File: src/hvpcs_pkg.sv
package hvpcs_pkg;

  // Register word indices; byte address is four times the index
  localparam logic [7:0] IDX_DATA       = 8'h02;
  localparam logic [7:0] IDX_DIRECTION  = 8'h06;
  localparam logic [7:0] IDX_CONFIG0    = 8'h22;
  localparam logic [7:0] IDX_CONFIG1    = 8'h26;
  localparam logic [7:0] IDX_STATUS     = 8'h27;
  localparam logic [7:0] IDX_INT_STATUS = 8'h29;

  // Port geometry
  localparam int          NUM_PINS   = 7;
  localparam int          NUM_SENSE  = 5;
  localparam int          SYNC_W     = 18;

  // Configuration register 0 fields
  localparam int          CFG0_DIAG_MODE = 7;
  localparam int          CFG0_PIN6_PWM  = 6;
  localparam int          CFG0_PWM_SEL_H = 5;
  localparam int          CFG0_PWM_SEL_L = 4;
  localparam int          CFG0_PIN3_CMP2 = 3;
  localparam int          CFG0_TSEL_H    = 2;

  // Configuration register 1 fields
  localparam int          CFG1_SENSE_IRQ_EN = 7;

  // Status register fields
  localparam int          STAT_SENSE_FLAG = 7;

  // Interrupt status register fields
  localparam int          ISR_CURRENT_LIMIT = 6;

  // Reset values
  localparam logic [6:0]  DIRECTION_RESET = 7'h00;
  localparam logic [7:0]  CONFIG_RESET    = 8'h00;
  localparam logic [31:0] RDATA_RESET     = 32'h00000000;

  // PWM pin select encodings
  localparam logic [1:0]  PWM_SEL_PIN0 = 2'h1;
  localparam logic [1:0]  PWM_SEL_PIN4 = 2'h2;
  localparam logic [1:0]  PWM_SEL_PIN5 = 2'h3;

  // AHB transfer type bit that marks an active transfer
  localparam int          HTRANS_ACTIVE_BIT = 1;

  typedef enum logic [1:0] {
    BUS_IDLE    = 2'b00,
    BUS_RD_WAIT = 2'b01
  } hvpcs_bus_type;

endpackage

File: src/hvpcs_sense_if.sv
`timescale 1ns/1ps
`default_nettype none

interface hvpcs_sense_if;
  logic [4:0] sense_enable;
  logic [4:0] direction;
  logic [4:0] contact_level;
  logic [4:0] below_low;
  logic [4:0] above_high;
  logic       flag_clear;
  logic [4:0] sense_result;
  logic       sense_irq_flag;

  modport ctrl (
    output sense_enable, direction, contact_level, below_low, above_high, flag_clear,
    input  sense_result, sense_irq_flag
  );

  modport unit (
    input  sense_enable, direction, contact_level, below_low, above_high, flag_clear,
    output sense_result, sense_irq_flag
  );
endinterface

`default_nettype wire

File: src/hvpcs_sense.sv
`timescale 1ns/1ps
`default_nettype none

module hvpcs_sense
  import hvpcs_pkg::*;
(
  // Clock and reset
  input wire logic    hclk,
  input wire logic    hresetn,
  // Sense control and results
  hvpcs_sense_if.unit sif
);

  logic [4:0] sense_result_r;
  logic [4:0] result_prev_r;
  logic       flag_r;
  logic [4:0] result_nxt;
  logic       change;

  always_comb begin
    for (int i = 0; i < NUM_SENSE; i++) begin
      result_nxt[i] = sense_result_r[i];
      if (!sif.sense_enable[i]) begin
        result_nxt[i] = 1'b0;
      end else if (sif.direction[i]) begin
        result_nxt[i] = sif.contact_level[i];
      end else if (sif.below_low[i]) begin
        result_nxt[i] = 1'b1;
      end else if (sif.above_high[i]) begin
        result_nxt[i] = 1'b0;
      end
    end
  end

  always_ff @(posedge hclk or negedge hresetn) begin
    if (!hresetn) begin
      sense_result_r <= 5'h00;
      result_prev_r  <= 5'h00;
    end else begin
      sense_result_r <= result_nxt;
      result_prev_r  <= sense_result_r;
    end
  end

  // Either edge of an enabled result bit counts
  assign change = |((sense_result_r ^ result_prev_r) & sif.sense_enable);

  // A change in the clearing cycle still sets the flag
  always_ff @(posedge hclk or negedge hresetn) begin
    if (!hresetn) begin
      flag_r <= 1'b0;
    end else if (change) begin
      flag_r <= 1'b1;
    end else if (sif.flag_clear) begin
      flag_r <= 1'b0;
    end
  end

  assign sif.sense_result   = sense_result_r;
  assign sif.sense_irq_flag = flag_r;

endmodule

`default_nettype wire

File: src/hvpcs_top.sv
// Overview of operation
// - Seven bidirectional high-voltage pins, 0 to 6, each with several functions.
// - Data register at index 0x02, direction register at index 0x06.
// - Reset keeps data, clears direction: pins 0-4 inputs, pins 5-6 off.
// - Direction bit one makes the pin an output, or contact-sense when enabled.
// - Pins 5 and 6 are open-drain only, without pull-up.
// - Pins 0 to 5 share the timer capture and compare channels.
// - Pins 0, 4, 5, 6 can carry the PWM output, chosen by configuration.
// - Sensing needs enable, direction one, data zero (to supply) or one (to ground).
// - Pin 0 senses to supply, pin 4 to ground, pins 1-3 by data bit.
// - Resistance below threshold reads one in status bits 0 to 4.
// - Sensing with direction zero follows the high-voltage input thresholds instead.
// - Any edge of an enabled sense result sets the sense interrupt flag.
// - Sense interrupt request is masked while its enable bit is clear.
// - Diagnostic line: pin 4 output plus line-mode bit; driver limits overcurrent.
// - Pin-4 current-limit state shows at interrupt status bit 6.
// - Current-limit polarity depends on device variant.
// - Capture channel 1 routed to pin 4 takes the pin level, readable elsewhere.
// - Pins 5 and 6 driven from data bits or from the PWM output; pin 5 also from compare 1.
// - Writing one clears the sense interrupt flag; zero leaves it.
// - Line-mode one: pin 4 low-side only; zero: push-pull.
// - Sense interrupt enable gates contact-sense interrupts of pins 0 to 4.
`timescale 1ns/1ps
`default_nettype none

module hvpcs_top
  import hvpcs_pkg::*;
#(
  parameter bit LIMIT_INVERTED = 1'b0
) (
  // Clock and reset
  input  wire logic        hclk,
  input  wire logic        hresetn,
  // AHB-Lite slave
  input  wire logic        hsel,
  input  wire logic [31:0] haddr,
  input  wire logic [1:0]  htrans,
  input  wire logic        hwrite,
  input  wire logic [2:0]  hsize,
  input  wire logic [31:0] hwdata,
  input  wire logic        hready,
  output logic             hreadyout,
  output logic             hresp,
  output logic [31:0]      hrdata,
  // Port pins
  input  wire logic [6:0]  pin_in,
  output logic [6:0]       pin_out,
  output logic [6:0]       pin_oe,
  // Analog sense front end
  input  wire logic [4:0]  contact_level,
  input  wire logic [4:0]  hv_input_low_threshold,
  input  wire logic [4:0]  hv_input_high_threshold,
  input  wire logic        pin4_overcurrent,
  output logic [4:0]       sense_bias,
  output logic [4:0]       sense_to_ground,
  output logic             diag_bias_enable,
  // Timer and PWM
  input  wire logic        timer_compare1,
  input  wire logic        timer_compare2,
  input  wire logic        pwm_in,
  output logic             timer_capture1,
  output logic             timer_capture2,
  // Interrupt request
  output logic             sense_irq
);

  hvpcs_sense_if sif ();

  hvpcs_bus_type bus_state_r;
  logic          hreadyout_r;
  logic          hresp_r;
  logic [31:0]   hrdata_r;
  logic [7:0]    addr_idx_r;
  logic          wr_pend_r;
  logic          take;
  logic          wr_commit;

  logic [6:0]    port_data_r;
  logic [6:0]    direction_r;
  logic [7:0]    config0_r;
  logic [7:0]    config1_r;

  logic [SYNC_W-1:0] sync1_r;
  logic [SYNC_W-1:0] sync2_r;
  logic [6:0]        pin_s;
  logic [4:0]        contact_s;
  logic [4:0]        low_s;
  logic [4:0]        high_s;
  logic              overcurrent_s;

  logic [6:0]    pin_out_r;
  logic [6:0]    pin_oe_r;
  logic [4:0]    sense_bias_r;
  logic [4:0]    sense_to_ground_r;
  logic          diag_bias_r;
  logic          capture1_r;
  logic          capture2_r;
  logic          sense_irq_r;

  logic [6:0]    pin_value;
  logic [6:0]    pin_out_nxt;
  logic [6:0]    pin_oe_nxt;
  logic [6:0]    cmp1_route;
  logic [6:0]    pwm_route;
  logic [4:0]    sense_en;
  logic          current_limit;

  // Word index of a byte address
  function automatic logic [7:0] word_index(input logic [31:0] addr);
    return addr[9:2];
  endfunction

  // Byte into the low lane of a data word
  function automatic logic [31:0] low_byte(input logic [7:0] value);
    return {24'h000000, value};
  endfunction

  // Analog inputs and pins are asynchronous to hclk
  always_ff @(posedge hclk or negedge hresetn) begin
    if (!hresetn) begin
      sync1_r <= '0;
      sync2_r <= '0;
    end else begin
      sync1_r <= {1'b0, pin4_overcurrent, hv_input_high_threshold, hv_input_low_threshold,
                  contact_level, pin_in[0]};
      sync2_r <= sync1_r;
    end
  end

  // The pin vector is synchronised alongside the front-end signals
  logic [5:0] pin_hi_s1_r;
  logic [5:0] pin_hi_s2_r;

  always_ff @(posedge hclk or negedge hresetn) begin
    if (!hresetn) begin
      pin_hi_s1_r <= 6'h00;
      pin_hi_s2_r <= 6'h00;
    end else begin
      pin_hi_s1_r <= pin_in[6:1];
      pin_hi_s2_r <= pin_hi_s1_r;
    end
  end

  assign pin_s         = {pin_hi_s2_r, sync2_r[0]};
  assign contact_s     = sync2_r[5:1];
  assign low_s         = sync2_r[10:6];
  assign high_s        = sync2_r[15:11];
  assign overcurrent_s = sync2_r[16];

  // Bit 17 of the sync chain is spare
  logic unused_sync;
  assign unused_sync = sync2_r[17];

  // AHB-Lite slave: writes take no wait state, reads one
  assign take = hsel && htrans[HTRANS_ACTIVE_BIT] && hready;

  always_ff @(posedge hclk or negedge hresetn) begin
    if (!hresetn) begin
      bus_state_r <= BUS_IDLE;
      hreadyout_r <= 1'b1;
      addr_idx_r  <= 8'h00;
      wr_pend_r   <= 1'b0;
    end else begin
      case (bus_state_r)
        BUS_IDLE: begin
          wr_pend_r <= take && hwrite;
          if (take) begin
            addr_idx_r <= word_index(haddr);
          end
          // Read waits so a write just ahead of it has landed
          if (take && !hwrite) begin
            bus_state_r <= BUS_RD_WAIT;
            hreadyout_r <= 1'b0;
          end
        end
        BUS_RD_WAIT: begin
          wr_pend_r   <= 1'b0;
          bus_state_r <= BUS_IDLE;
          hreadyout_r <= 1'b1;
        end
        default: begin
          bus_state_r <= BUS_IDLE;
          hreadyout_r <= 1'b1;
          wr_pend_r   <= 1'b0;
        end
      endcase
    end
  end

  assign wr_commit = wr_pend_r;

  always_ff @(posedge hclk or negedge hresetn) begin
    if (!hresetn) begin
      hresp_r <= 1'b0;
    end else begin
      hresp_r <= 1'b0;
    end
  end

  always_ff @(posedge hclk or negedge hresetn) begin
    if (!hresetn) begin
      hrdata_r <= RDATA_RESET;
    end else if (bus_state_r == BUS_RD_WAIT) begin
      case (addr_idx_r)
        IDX_DATA:       hrdata_r <= low_byte({1'b0,
                                   (direction_r & port_data_r) | (~direction_r & pin_s)});
        IDX_DIRECTION:  hrdata_r <= low_byte({1'b0, direction_r});
        IDX_CONFIG0:    hrdata_r <= low_byte(config0_r);
        IDX_CONFIG1:    hrdata_r <= low_byte(config1_r);
        IDX_STATUS:     hrdata_r <= low_byte({sif.sense_irq_flag, 2'b00,
                                              sif.sense_result});
        IDX_INT_STATUS: hrdata_r <= low_byte({1'b0, current_limit, 6'h00});
        default:        hrdata_r <= RDATA_RESET;
      endcase
    end
  end

  // Data register is deliberately left alone by reset
  always_ff @(posedge hclk) begin
    if (wr_commit && addr_idx_r == IDX_DATA) begin
      port_data_r <= hwdata[6:0];
    end
  end

  always_ff @(posedge hclk or negedge hresetn) begin
    if (!hresetn) begin
      direction_r <= DIRECTION_RESET;
    end else if (wr_commit && addr_idx_r == IDX_DIRECTION) begin
      direction_r <= hwdata[6:0];
    end
  end

  always_ff @(posedge hclk or negedge hresetn) begin
    if (!hresetn) begin
      config0_r <= CONFIG_RESET;
    end else if (wr_commit && addr_idx_r == IDX_CONFIG0) begin
      config0_r <= hwdata[7:0];
    end
  end

  always_ff @(posedge hclk or negedge hresetn) begin
    if (!hresetn) begin
      config1_r <= CONFIG_RESET;
    end else if (wr_commit && addr_idx_r == IDX_CONFIG1) begin
      config1_r <= hwdata[7:0];
    end
  end

  // Contact sensing
  assign sense_en = config1_r[NUM_SENSE-1:0];

  assign sif.sense_enable  = sense_en;
  assign sif.direction     = direction_r[4:0];
  assign sif.contact_level = contact_s;
  assign sif.below_low     = low_s;
  assign sif.above_high    = high_s;
  assign sif.flag_clear    = wr_commit && addr_idx_r == IDX_STATUS &&
                             hwdata[STAT_SENSE_FLAG];

  hvpcs_sense u_sense (
    .hclk    (hclk),
    .hresetn (hresetn),
    .sif     (sif)
  );

  // Current limit with variant polarity
  assign current_limit = LIMIT_INVERTED ? !overcurrent_s : overcurrent_s;

  // Special signal routing
  always_comb begin
    cmp1_route = 7'h00;
    case (config0_r[CFG0_TSEL_H:0])
      3'b010, 3'b011: cmp1_route[0] = 1'b1;
      3'b100, 3'b101: cmp1_route[1] = 1'b1;
      3'b110:         cmp1_route[4] = 1'b1;
      3'b111:         cmp1_route[5] = 1'b1;
      default:        cmp1_route = 7'h00;
    endcase
    pwm_route = 7'h00;
    case (config0_r[CFG0_PWM_SEL_H:CFG0_PWM_SEL_L])
      PWM_SEL_PIN0: pwm_route[0] = 1'b1;
      PWM_SEL_PIN4: pwm_route[4] = 1'b1;
      PWM_SEL_PIN5: pwm_route[5] = 1'b1;
      default:      pwm_route = 7'h00;
    endcase
    pwm_route[6] = config0_r[CFG0_PIN6_PWM];
  end

  // Compare wins on pins 0 and 4, PWM wins on pin 5
  always_comb begin
    for (int i = 0; i < NUM_PINS; i++) begin
      pin_value[i] = port_data_r[i];
      if (i == 5 && pwm_route[i]) begin
        pin_value[i] = pwm_in;
      end else if (cmp1_route[i]) begin
        pin_value[i] = timer_compare1;
      end else if (i == 3 && config0_r[CFG0_PIN3_CMP2]) begin
        pin_value[i] = timer_compare2;
      end else if (pwm_route[i]) begin
        pin_value[i] = pwm_in;
      end
    end
  end

  // Pin drivers
  always_comb begin
    pin_out_nxt = 7'h00;
    pin_oe_nxt  = 7'h00;
    for (int i = 0; i < NUM_SENSE; i++) begin
      // Sensing pins are biased by the analog block, not driven
      if (direction_r[i] && !sense_en[i]) begin
        pin_out_nxt[i] = pin_value[i];
        pin_oe_nxt[i]  = 1'b1;
      end
    end
    if (direction_r[4] && !sense_en[4] && config0_r[CFG0_DIAG_MODE]) begin
      pin_out_nxt[4] = 1'b0;
      pin_oe_nxt[4]  = !pin_value[4];
    end
    for (int i = NUM_SENSE; i < NUM_PINS; i++) begin
      pin_out_nxt[i] = 1'b0;
      pin_oe_nxt[i]  = direction_r[i] && pin_value[i];
    end
  end

  always_ff @(posedge hclk or negedge hresetn) begin
    if (!hresetn) begin
      pin_out_r <= 7'h00;
      pin_oe_r  <= 7'h00;
    end else begin
      pin_out_r <= pin_out_nxt;
      pin_oe_r  <= pin_oe_nxt;
    end
  end

  // Sense bias and direction toward supply or ground
  always_ff @(posedge hclk or negedge hresetn) begin
    if (!hresetn) begin
      sense_bias_r      <= 5'h00;
      sense_to_ground_r <= 5'h00;
      diag_bias_r       <= 1'b0;
    end else begin
      sense_bias_r      <= sense_en & direction_r[4:0];
      sense_to_ground_r <= {1'b1, port_data_r[3:1] & sense_en[3:1] & direction_r[3:1],
                            1'b0};
      diag_bias_r       <= direction_r[4] && config0_r[CFG0_DIAG_MODE];
    end
  end

  // Capture inputs and interrupt request
  always_ff @(posedge hclk or negedge hresetn) begin
    if (!hresetn) begin
      capture1_r  <= 1'b0;
      capture2_r  <= 1'b0;
      sense_irq_r <= 1'b0;
    end else begin
      capture1_r  <= config0_r[0] ? pin_s[4] : pin_s[0];
      capture2_r  <= pin_s[2];
      sense_irq_r <= sif.sense_irq_flag && config1_r[CFG1_SENSE_IRQ_EN];
    end
  end

  assign hreadyout        = hreadyout_r;
  assign hresp            = hresp_r;
  assign hrdata           = hrdata_r;
  assign pin_out          = pin_out_r;
  assign pin_oe           = pin_oe_r;
  assign sense_bias       = sense_bias_r;
  assign sense_to_ground  = sense_to_ground_r;
  assign diag_bias_enable = diag_bias_r;
  assign timer_capture1   = capture1_r;
  assign timer_capture2   = capture2_r;
  assign sense_irq        = sense_irq_r;

endmodule

`default_nettype wire

File: config.mk
export PLATFORM = sky130hd
export DESIGN_NAME = hvpcs_top
export DESIGN_NICKNAME = d
export VERILOG_FILES = /design/src/hvpcs_pkg.sv /design/src/hvpcs_sense_if.sv /design/src/hvpcs_sense.sv /design/src/hvpcs_top.sv
export SDC_FILE = /design/constraint.sdc
export NUM_CORES = 1
export LEC_CHECK = 0
export BUFFER_PORTS_ARGS = -buffer_cell sky130_fd_sc_hd__buf_2
export CAP_MARGIN = 20
export CORE_AREA = 2 2 117 130
export CTS_CLUSTER_SIZE = 8
export DETAILED_ROUTE_END_ITERATION = 8
export DIE_AREA = 0 0 119 132
export PLACE_DENSITY = 0.6
export SLEW_MARGIN = 5
export SYNTH_ARGS = -nofsm -noshare
export SYNTH_HDL_FRONTEND = slang
export SYNTH_SLANG_ARGS = --single-unit
File: constraint.sdc
create_clock -name hclk -period 3.8 [get_ports hclk]
set_clock_uncertainty 0.15 [all_clocks]
set_input_delay 1.14 -clock hclk [delete_from_list [all_inputs] [get_ports hclk]]
set_output_delay 1.14 -clock hclk [all_outputs]
set_load 0.01 [all_outputs]
==> results.sh, run 1 <==
export IMPL_io_pins=162
export IMPL_arrival_ns=2.81
export IMPL_synth_seq_cells=131
export IMPL_whs_ns=0.192
export IMPL_grt_pass1_vias=3131
export IMPL_cts_root_buf="clkbuf_16"
export IMPL_numCtsBuffers=17
export IMPL_worstMarginPinSlew_ns=0.761
export IMPL_crit_fanout=18
export IMPL_vias_per_cell=4.45
export IMPL_status="complete, no violations"
export IMPL_setup_slack_ns=1.12
export IMPL_die_w_um=119
export IMPL_antenna_found_initial=1
export IMPL_wl_per_cell_um=15.4
export IMPL_synthArstFlopShare_pct=94.7
export IMPL_hold_buffers=0
export IMPL_cts_tree="done"
export IMPL_port_buffers=81
export IMPL_fin_nets=546
export IMPL_core_area_mm2=0.0143
export IMPL_grt_first_pass_wirelength_um=16300
export IMPL_synth_ff_type="dfrtp_1"
export IMPL_areaGrowthSynthToFinish_pct=23.9
export IMPL_nFillCells=1330
export IMPL_clk_path_buf_depth=2
export IMPL_dr_first_iter_drc_count=137
export IMPL_initial_core_util_pct=34.5
export IMPL_p_leak_nw=2.98
export IMPL_firstDrtPassIters=4
export IMPL_maxCapViolations=0
export IMPL_slew_headroom_pct=49.0
export IMPL_fin_area_mm2=0.00612
export IMPL_drc=0
export IMPL_ctsResizeCount=0
export IMPL_num_vias=2903
export IMPL_pre_cts_ws_ns=1.09
export IMPL_avgSynthCellArea_um2=14.2
export IMPL_grt_max_degree=56
export IMPL_endpoint_kind="flop"
export IMPL_grt_total_usage_pct=13.5
export IMPL_htree_levels=4
export IMPL_yosysWarnings=0
export IMPL_multi_input_area_mm2=0.00143
export IMPL_crit_type="flop to flop"
export IMPL_grt_ovfl_total=0
export IMPL_cts_sinks=131
export IMPL_final_max_slew_violation_count=0
export IMPL_synth_distinct_cells=51
export IMPL_register_area_mm2=0.00331
export IMPL_ir_drop_uv=259
export IMPL_hpwl_um=7100
export IMPL_dieArea_mm2=0.0157
export IMPL_drive_above_1_share_pct=34.9
export IMPL_finalCriticalPeriod_ns=2.68
export IMPL_synth_edf_count=7
export IMPL_mappedNetlistArea_mm2=0.00494
export IMPL_synth_seq_area_share_pct=67.1
export IMPL_drt_wl_total_um=10000
export IMPL_powerDensity_mw_per_mm2=568
export IMPL_rsz0062_at_grt="false"
export IMPL_p_total_mw=3.47
export IMPL_gp_congestion=0.777
export IMPL_syn_inst=348
export IMPL_path_clk_slew_ns=0.05
export IMPL_worstHoldPathType="flop to flop"
export IMPL_drtAntennaViolNets=0
export IMPL_finalSetupTns_ns=0
export IMPL_die_height_um=132
export IMPL_core_rowCount=46
export IMPL_placed_area_mm2=0.00550
export IMPL_fmax_mhz=373
export IMPL_post_cts_buffers=0
export IMPL_finalSetupViolCount=0
export IMPL_hold_viol_final=0
export IMPL_cp_required_ns=3.93
export IMPL_clock_latency_ns=0.40
export IMPL_min_period_over_period_pct=70.5
export IMPL_critPathLaunchType="flop"
-- layout make-up --
type,instances,share of cell area [%]
Clock buffer,19,7.59
Sequential cell,131,54.2
Inverter,15,0.920
Multi-Input combinational cell,195,23.3
Timing Repair Buffer,86,7.48
Clock inverter,13,2.56
Antenna cell,1,0.0409
Tap cell,192,3.93
-- routing by layer --
metal | wire length [um] | global-route usage, % | vias to the layer above
met5 | 0 | 0 | -
met2 | 5100 | 23.1 | 87
met1 | 4260 | 15.9 | 1438
met4 | 213 | 5.36 | 0
met3 | 462 | 3.72 | 14
li1 | - | - | 1364
-- cells in the mapped netlist, types with 4 or more instances --
master,count,area (um2)
a21oi_1,17,85.1
a221o_1,4,40.0
a311oi_1,4,35.0
and2_1,8,50.1
and3_1,8,50.1
buf_4,28,210
dfrtp_1,123,3080
edfxtp_1,7,210
inv_1,14,52.6
mux2_2,29,327
mux2_4,7,105
mux2i_1,11,110
nand2_1,7,26.3
nand3_1,6,30.0
nor2_1,12,45.0
nor2b_1,4,25.0
o21a_1,4,30.0
o21ai_0,8,40.0
xor2_1,5,43.8
-- worst max-delay path, stage by stage, from the launching register on --
cell     delay [ns]
dfrtp_1        0.80
nor4b_2        0.47
nor3b_2        0.71
mux2_2         0.42
-- worst paths after layout --
path / start / end / slack, ns / cells past startpoint
max: addr_idx_r[5]$_DFFE_PN0P_ / config0_r[6]$_DFFE_PN0P_ / 1.12 / 3
min: pin_hi_s1_r[1]$_DFF_PN0_ / pin_hi_s2_r[1]$_DFF_PN0_ / 0.19 / 0
max reg2reg: addr_idx_r[5]$_DFFE_PN0P_ / config0_r[6]$_DFFE_PN0P_ / 1.12 / 3
min reg2reg: pin_hi_s1_r[1]$_DFF_PN0_ / pin_hi_s2_r[1]$_DFF_PN0_ / 0.19 / 0
max in group asynchronous: hresetn / hreadyout$_DFFE_PN1P_ / 2.10 / 2
min in group asynchronous: hresetn / pin_hi_s2_r[1]$_DFF_PN0_ / 0.57 / 1
-- cell families after synthesis --
group	synth area share, %
other	0.152
DFF	67.1
muxes	11.4
and+or+nand+nor	7.34
buffers and inverters	6.08
AOI/OAI and AO/OA	7.04
xor gates and xnor gates	0.886
-- registers in the layout, indices dropped and copies added (netlist names), 7 cells and up --
signal and count:
config1_r 8, sync2_r 17, port_data_r 7, direction_r 7
config0_r 8, hrdata 8, pin_oe 7, sync1_r 17
addr_idx_r 8
-- metrics by stage --
step / utilization [%] / instances
after floorplan: - / 375
after global placement: 38.4 / 619
after detailed placement: 38.4 / 619
after CTS: 42.7 / 651
after global routing: 42.7 / 652
final: 42.7 / 652
-- where the power goes --
group | switching [mW] | internal [mW]
clock network | 0.576 | 1.08
logic | 0.134 | 0.118
registers | 0.0773 | 1.49
-- cells in the final DEF (no fill, tap or decap), types with 8 or more instances in the layout --
cell,count
dfrtp_1,123
buf_2,80
mux2_2,29
conb_1,29
clkbuf_16,18
a21oi_1,17
inv_1,14
nor2_1,12
mux2i_1,11
and3_1,8
and2_1,8
o21ai_0,8
Note: power is estimated with default switching activity, not from simulation.
==> run 2, diff against run 1 <==
==> constraint.sdc (replaced) <==
create_clock -name hclk -period 2.6 [get_ports hclk]
set_clock_uncertainty 0.15 [all_clocks]
set_input_delay 0.78 -clock hclk [delete_from_list [all_inputs] [get_ports hclk]]
set_output_delay 0.78 -clock hclk [all_outputs]
set_load 0.01 [all_outputs]
==> run 2 against run 1 <==
Combinational power up 56%. Register-to-register slack got worse by 0.59 ns. Hold slack gained 0.0036 ns. Sequential power grew 45%. Largest power group unchanged. Largest cell class unchanged. Critical path type unchanged. Worst setup slack worse by 0.59 ns. Critical path depth is 2 higher. Sequential cell count is the same. Power is 47% higher. Final cell count is 1.1% higher. Global-route usage rose by 0.61 points. Die area stayed put.
==> results.sh, run 2 (synthesis results as in run 1) <==
export IMPL_p_switching_mw=1.12
export IMPL_finalSetupTns_ns=0
export IMPL_htree_levels=4
export IMPL_crit_type="flop to flop"
export IMPL_ctsResizeCount=0
export IMPL_critPathLaunchType="flop"
export IMPL_cts_tree="done"
export IMPL_use_met1_pct=17.4
export IMPL_gp_congestion=0.775
export IMPL_clock_latency_ns=0.41
export IMPL_wl_per_cell_um=15.4
export IMPL_drive_above_1_share_pct=35.3
export IMPL_clockPowerShare_pct=48.2
export IMPL_whs_ns=0.196
export IMPL_maxCapViolations=0
export IMPL_port_buffers=81
export IMPL_dr_first_iter_drc_count=171
export IMPL_die_height_um=132
export IMPL_fmax_mhz=484
export IMPL_core_rowCount=46
export IMPL_status="complete, no violations"
export IMPL_worstHoldPathType="input port to async pin"
export IMPL_min_period_over_period_pct=79.4
export IMPL_final_max_slew_violation_count=0
export IMPL_antenna_cells=0
export IMPL_finalSetupViolCount=0
export IMPL_hold_buffers=0
export IMPL_mostFrequentLayoutCell="dfrtp_1"
export IMPL_grt_pass1_vias=3198
export IMPL_rsz0062_at_grt="false"
export IMPL_grt_use_met3_pct=3.98
export IMPL_antenna_found_initial=0
export IMPL_finalCriticalPeriod_ns=2.06
export IMPL_dieArea_mm2=0.0157
export IMPL_path_clk_slew_ns=0.05
export IMPL_io_pins=162
export IMPL_power_frac_seq_pct=44.2
export IMPL_endpoint_kind="flop"
export IMPL_hpwl_um=7280
export IMPL_cts_root_buf="clkbuf_16"
export IMPL_num_vias=2973
export IMPL_slew_headroom_pct=64.8
export IMPL_initial_core_util_pct=34.5
export IMPL_areaGrowthSynthToFinish_pct=25.0
export IMPL_cts_sinks=131
export IMPL_nFillCells=1324
export IMPL_die_w_um=119
export IMPL_layout_common_cells="dfrtp_1, buf_2, mux2_2, conb_1"
export IMPL_grt_max_degree=46
export IMPL_grt_first_pass_wirelength_um=16900
export IMPL_swShare_pct=22.0
export IMPL_drt_wl_total_um=10200
export IMPL_drc=0
export IMPL_post_cts_buffers=0
export IMPL_firstDrtPassIters=4
export IMPL_worstMarginPinSlew_ns=0.528
export IMPL_drtAntennaViolNets=0
export IMPL_clk_path_buf_depth=2
export IMPL_hold_viol_final=0
export IMPL_powerDensity_mw_per_mm2=829
export IMPL_core_area_mm2=0.0143
export IMPL_vias_per_cell=4.51
export IMPL_multi_input_area_mm2=0.00143
export IMPL_register_area_mm2=0.00331
export IMPL_cp_required_ns=2.74
export IMPL_grt_total_usage_pct=14.1
export IMPL_crit_fanout=7
export IMPL_combinationalPowerShare_pct=7.7
export IMPL_ir_drop_uv=404
export IMPL_fin_nets=554
export IMPL_numCtsBuffers=17
export IMPL_top_regs="sync1_r (17), sync2_r (17)"
export IMPL_top_usage_layer="met2"
export IMPL_use_met2_pct=23.0
export IMPL_grt_ovfl_total=0
export IMPL_p_int_mw=4.00
export IMPL_arrival_ns=2.20
export IMPL_p_leak_nw=3.01
-- run 2: cell count changes in the layout (fill, tap and decap cells not counted) --
| cell | before | now |
|---|---|---|
| buf_4 | 5 | 13 |
| bufinv_16 | 3 | 4 |
| clkbuf_1 | 0 | 3 |
| clkbuf_16 | 18 | 17 |
| clkbuf_8 | 1 | 2 |
| clkinv_2 | 5 | 4 |
| clkinv_4 | 3 | 0 |
| diode_2 | 1 | 0 |
-- run 2: metal layers --
layer / share of wire (%) / wire, um
met3: 3.6 / 365
met2: 50 / 5100
met4: 1.8 / 178
met5: 0 / 0
met1: 44 / 4510
-- run 2: worst paths after layout --
path                                         endpoint  slack, ns                       from  cells after the start
min reg2reg                      sync2_r[9]$_DFF_PN0_       0.20       sync1_r[9]$_DFF_PN0_                      0
max in group asynchronous        sync1_r[5]$_DFF_PN0_       1.45                    hresetn                      2
min in group hclk                sync2_r[9]$_DFF_PN0_       0.20       sync1_r[9]$_DFF_PN0_                      0
max reg2reg                direction_r[4]$_DFFE_PN0P_       0.54  addr_idx_r[0]$_DFFE_PN0P_                      5
max                        direction_r[4]$_DFFE_PN0P_       0.54  addr_idx_r[0]$_DFFE_PN0P_                      5
min                              sync2_r[1]$_DFF_PN0_       0.20                    hresetn                      1
-- run 2: final cells by class --
cell class,count,area share [%]
flip-flops and latches,131,53.7
multi-input cells,195,23.1
repair buffers,94,8.39
clock buffers,22,7.52
well taps,192,3.89
clock inverters,10,2.51
inverters,15,0.912
-- run 2: critical path: stages (launching register included) --
cell     delay (ns)
dfrtp_1        0.47
nor3b_4        0.25
nand2_2        0.09
or4_1          0.47
buf_4          0.21
mux2_4         0.31
-- run 2: metrics by stage --
step / power, mW / setup slack, ns / util (%) / cell area [um2] / cells
global placement: 2.68 / 0.562 / 38.8 / 5560 / 627
floorplan: 2.53 / 0.430 / - / 5040 / 375
detailed placement: 2.70 / 0.534 / 38.8 / 5560 / 627
CTS: 5.18 / 0.530 / 43.1 / 6180 / 659
global route: 5.34 / 0.448 / 43.1 / 6180 / 659
finish: 5.12 / 0.535 / 43.1 / 6180 / 659
-- run 2: power by group through the flow --
stage,logic [mW],registers (mW),clock network [mW]
final,0.394,2.26,2.47
after global placement,0.392,2.29,0
after floorplan,0.255,2.28,0
after global routing,0.439,2.28,2.62
after detailed placement,0.399,2.30,0
after CTS,0.401,2.26,2.52
==> run 3, diff against run 2 <==
==> constraint.sdc (replaced) <==
create_clock -name hclk -period 2.1 [get_ports hclk]
set_clock_uncertainty 0.15 [all_clocks]
set_input_delay 0.63 -clock hclk [delete_from_list [all_inputs] [get_ports hclk]]
set_output_delay 0.63 -clock hclk [all_outputs]
set_load 0.01 [all_outputs]
==> run 3 against run 2 <==
Critical path depth fell by 1. Largest cell class unchanged. Sequential share of layout area rose by 0.35 points. First-iteration DRC count fell by 14%. Hold slack got worse by 0.029 ns. Combinational power rose by 34%. Non-clock buffer count rose by 5. Global-route usage fell by 0.30 points. Fmax rose by 2.7%. Core utilization fell by 0.26 points. Register-to-register slack got worse by 0.45 ns.
==> results.sh, run 3 (synthesis results as in run 1) <==
export IMPL_grt_first_pass_wirelength_um=16500
export IMPL_worstMarginPinSlew_ns=0.520
export IMPL_p_leak_nw=3.00
export IMPL_core_rowCount=46
export IMPL_layout_common_cells="dfrtp_1, buf_2, mux2_2, conb_1"
export IMPL_status="complete, no violations"
export IMPL_dr_first_iter_drc_count=147
export IMPL_rsz0062_at_grt="false"
export IMPL_core_area_mm2=0.0143
export IMPL_io_pins=162
export IMPL_die_height_um=132
export IMPL_areaGrowthSynthToFinish_pct=24.2
export IMPL_grt_total_usage_pct=13.8
export IMPL_path_clk_slew_ns=0.06
export IMPL_crit_type="flop to flop"
export IMPL_fin_nets=559
export IMPL_vias_per_cell=4.44
export IMPL_min_period_over_period_pct=95.7
export IMPL_grt_max_degree=42
export IMPL_top_regs="sync1_r (17), sync2_r (17)"
export IMPL_ir_drop_uv=399
export IMPL_drive_above_1_share_pct=36.7
export IMPL_mostFrequentLayoutCell="dfrtp_1"
export IMPL_antenna_found_initial=0
export IMPL_cp_required_ns=2.25
export IMPL_arrival_ns=2.16
export IMPL_htree_levels=4
export IMPL_worstHoldPathType="input port to flop"
export IMPL_finalSetupTns_ns=0
export IMPL_p_total_mw=5.89
export IMPL_hpwl_um=7380
export IMPL_num_vias=2946
export IMPL_numCtsBuffers=17
export IMPL_antenna_cells=0
export IMPL_drt_wl_total_um=10300
export IMPL_firstDrtPassIters=4
export IMPL_finalCriticalPeriod_ns=2.01
export IMPL_finalSetupViolCount=0
export IMPL_grt_ovfl_total=0
export IMPL_multi_input_area_mm2=0.00143
export IMPL_drtAntennaViolNets=0
export IMPL_slew_headroom_pct=65.1
export IMPL_dieArea_mm2=0.0157
export IMPL_clock_latency_ns=0.42
export IMPL_drc=0
export IMPL_final_cells=664
export IMPL_register_area_mm2=0.00332
export IMPL_die_w_um=119
export IMPL_clk_path_buf_depth=2
export IMPL_endpoint_kind="flop"
export IMPL_powerDensity_mw_per_mm2=959
export IMPL_cts_tree="done"
export IMPL_initial_core_util_pct=34.5
export IMPL_gp_congestion=0.744
export IMPL_placed_cells=631
export IMPL_grt_pass1_vias=3100
export IMPL_cts_sinks=131
export IMPL_critPathLaunchType="flop"
export IMPL_maxCapViolations=0
export IMPL_port_buffers=81
export IMPL_hold_viol_final=0
export IMPL_fmax_mhz=497
export IMPL_final_max_slew_violation_count=0
export IMPL_wl_per_cell_um=15.4
export IMPL_cts_root_buf="clkbuf_16"
export IMPL_crit_fanout=7
export IMPL_nFillCells=1345
## run 3: layer usage
layer | wire [um] | track usage [%] | up-vias
met5 | 0 | 0 | -
met4 | 178 | 5.75 | 0
met3 | 444 | 4.24 | 15
met2 | 5210 | 22.9 | 80
met1 | 4420 | 16.6 | 1462
li1 | - | - | 1389
## run 3: area by class of cell
class / instances / share of cell area [%]
clock buffers: 18 / 6.99
clock inverters: 14 / 1.51
inverters: 15 / 0.917
multi-input cells: 195 / 23.4
flip-flops and latches: 131 / 54.0
well taps: 192 / 3.91
repair buffers: 99 / 9.29
## run 3: through the flow
step	utilization [%]	instance area, um2	setup WS [ns]	hold slack (ns)
floorplan	-	5050	0.0630	0.181
global placement	39.1	5610	0.105	0.183
detailed placement	39.1	5610	0.0846	0.185
CTS	42.8	6140	0.0660	0.151
global route	42.8	6140	0.00907	0.146
finish	42.8	6140	0.0898	0.167
## run 3: worst paths after layout
| path | start | to | slack [ns] | depth (start not counted) |
|---|---|---|---|---|
| worst max-delay path | addr_idx_r[4]$_DFFE_PN0P_ | direction_r[5]$_DFFE_PN0P_ | 0.09 | 4 |
| worst min-delay path | contact_level[1] | sync1_r[2]$_DFF_PN0_ | 0.17 | 1 |
| worst max register to register | addr_idx_r[4]$_DFFE_PN0P_ | direction_r[5]$_DFFE_PN0P_ | 0.09 | 4 |
| worst min register to register | sync1_r[14]$_DFF_PN0_ | sync2_r[14]$_DFF_PN0_ | 0.20 | 0 |
| max in group asynchronous | hresetn | hreadyout$_DFFE_PN1P_ | 0.72 | 3 |
| min in group asynchronous | hresetn | sync1_r[13]$_DFF_PN0_ | 0.51 | 2 |
## run 3: repair_timing
action                                  CTS  global route
hold buffers                              1             0
setup buffers                             0             0
endpoints found under the setup margin    0             6
gates resized for setup                   0             1
endpoints found under the hold margin    19             0
## run 3: power by group
part	switching, mW	internal [mW]
clock	1.08	1.49
combinational	0.284	0.242
sequential	0.105	2.69
total	1.46	4.42
## run 3: worst max-delay path, cell delays in order, from the launching register on
cell and delay (ns):
dfrtp_1 0.40, or3_1 0.42, or4_1 0.41, buf_4 0.21, mux2_4 0.31
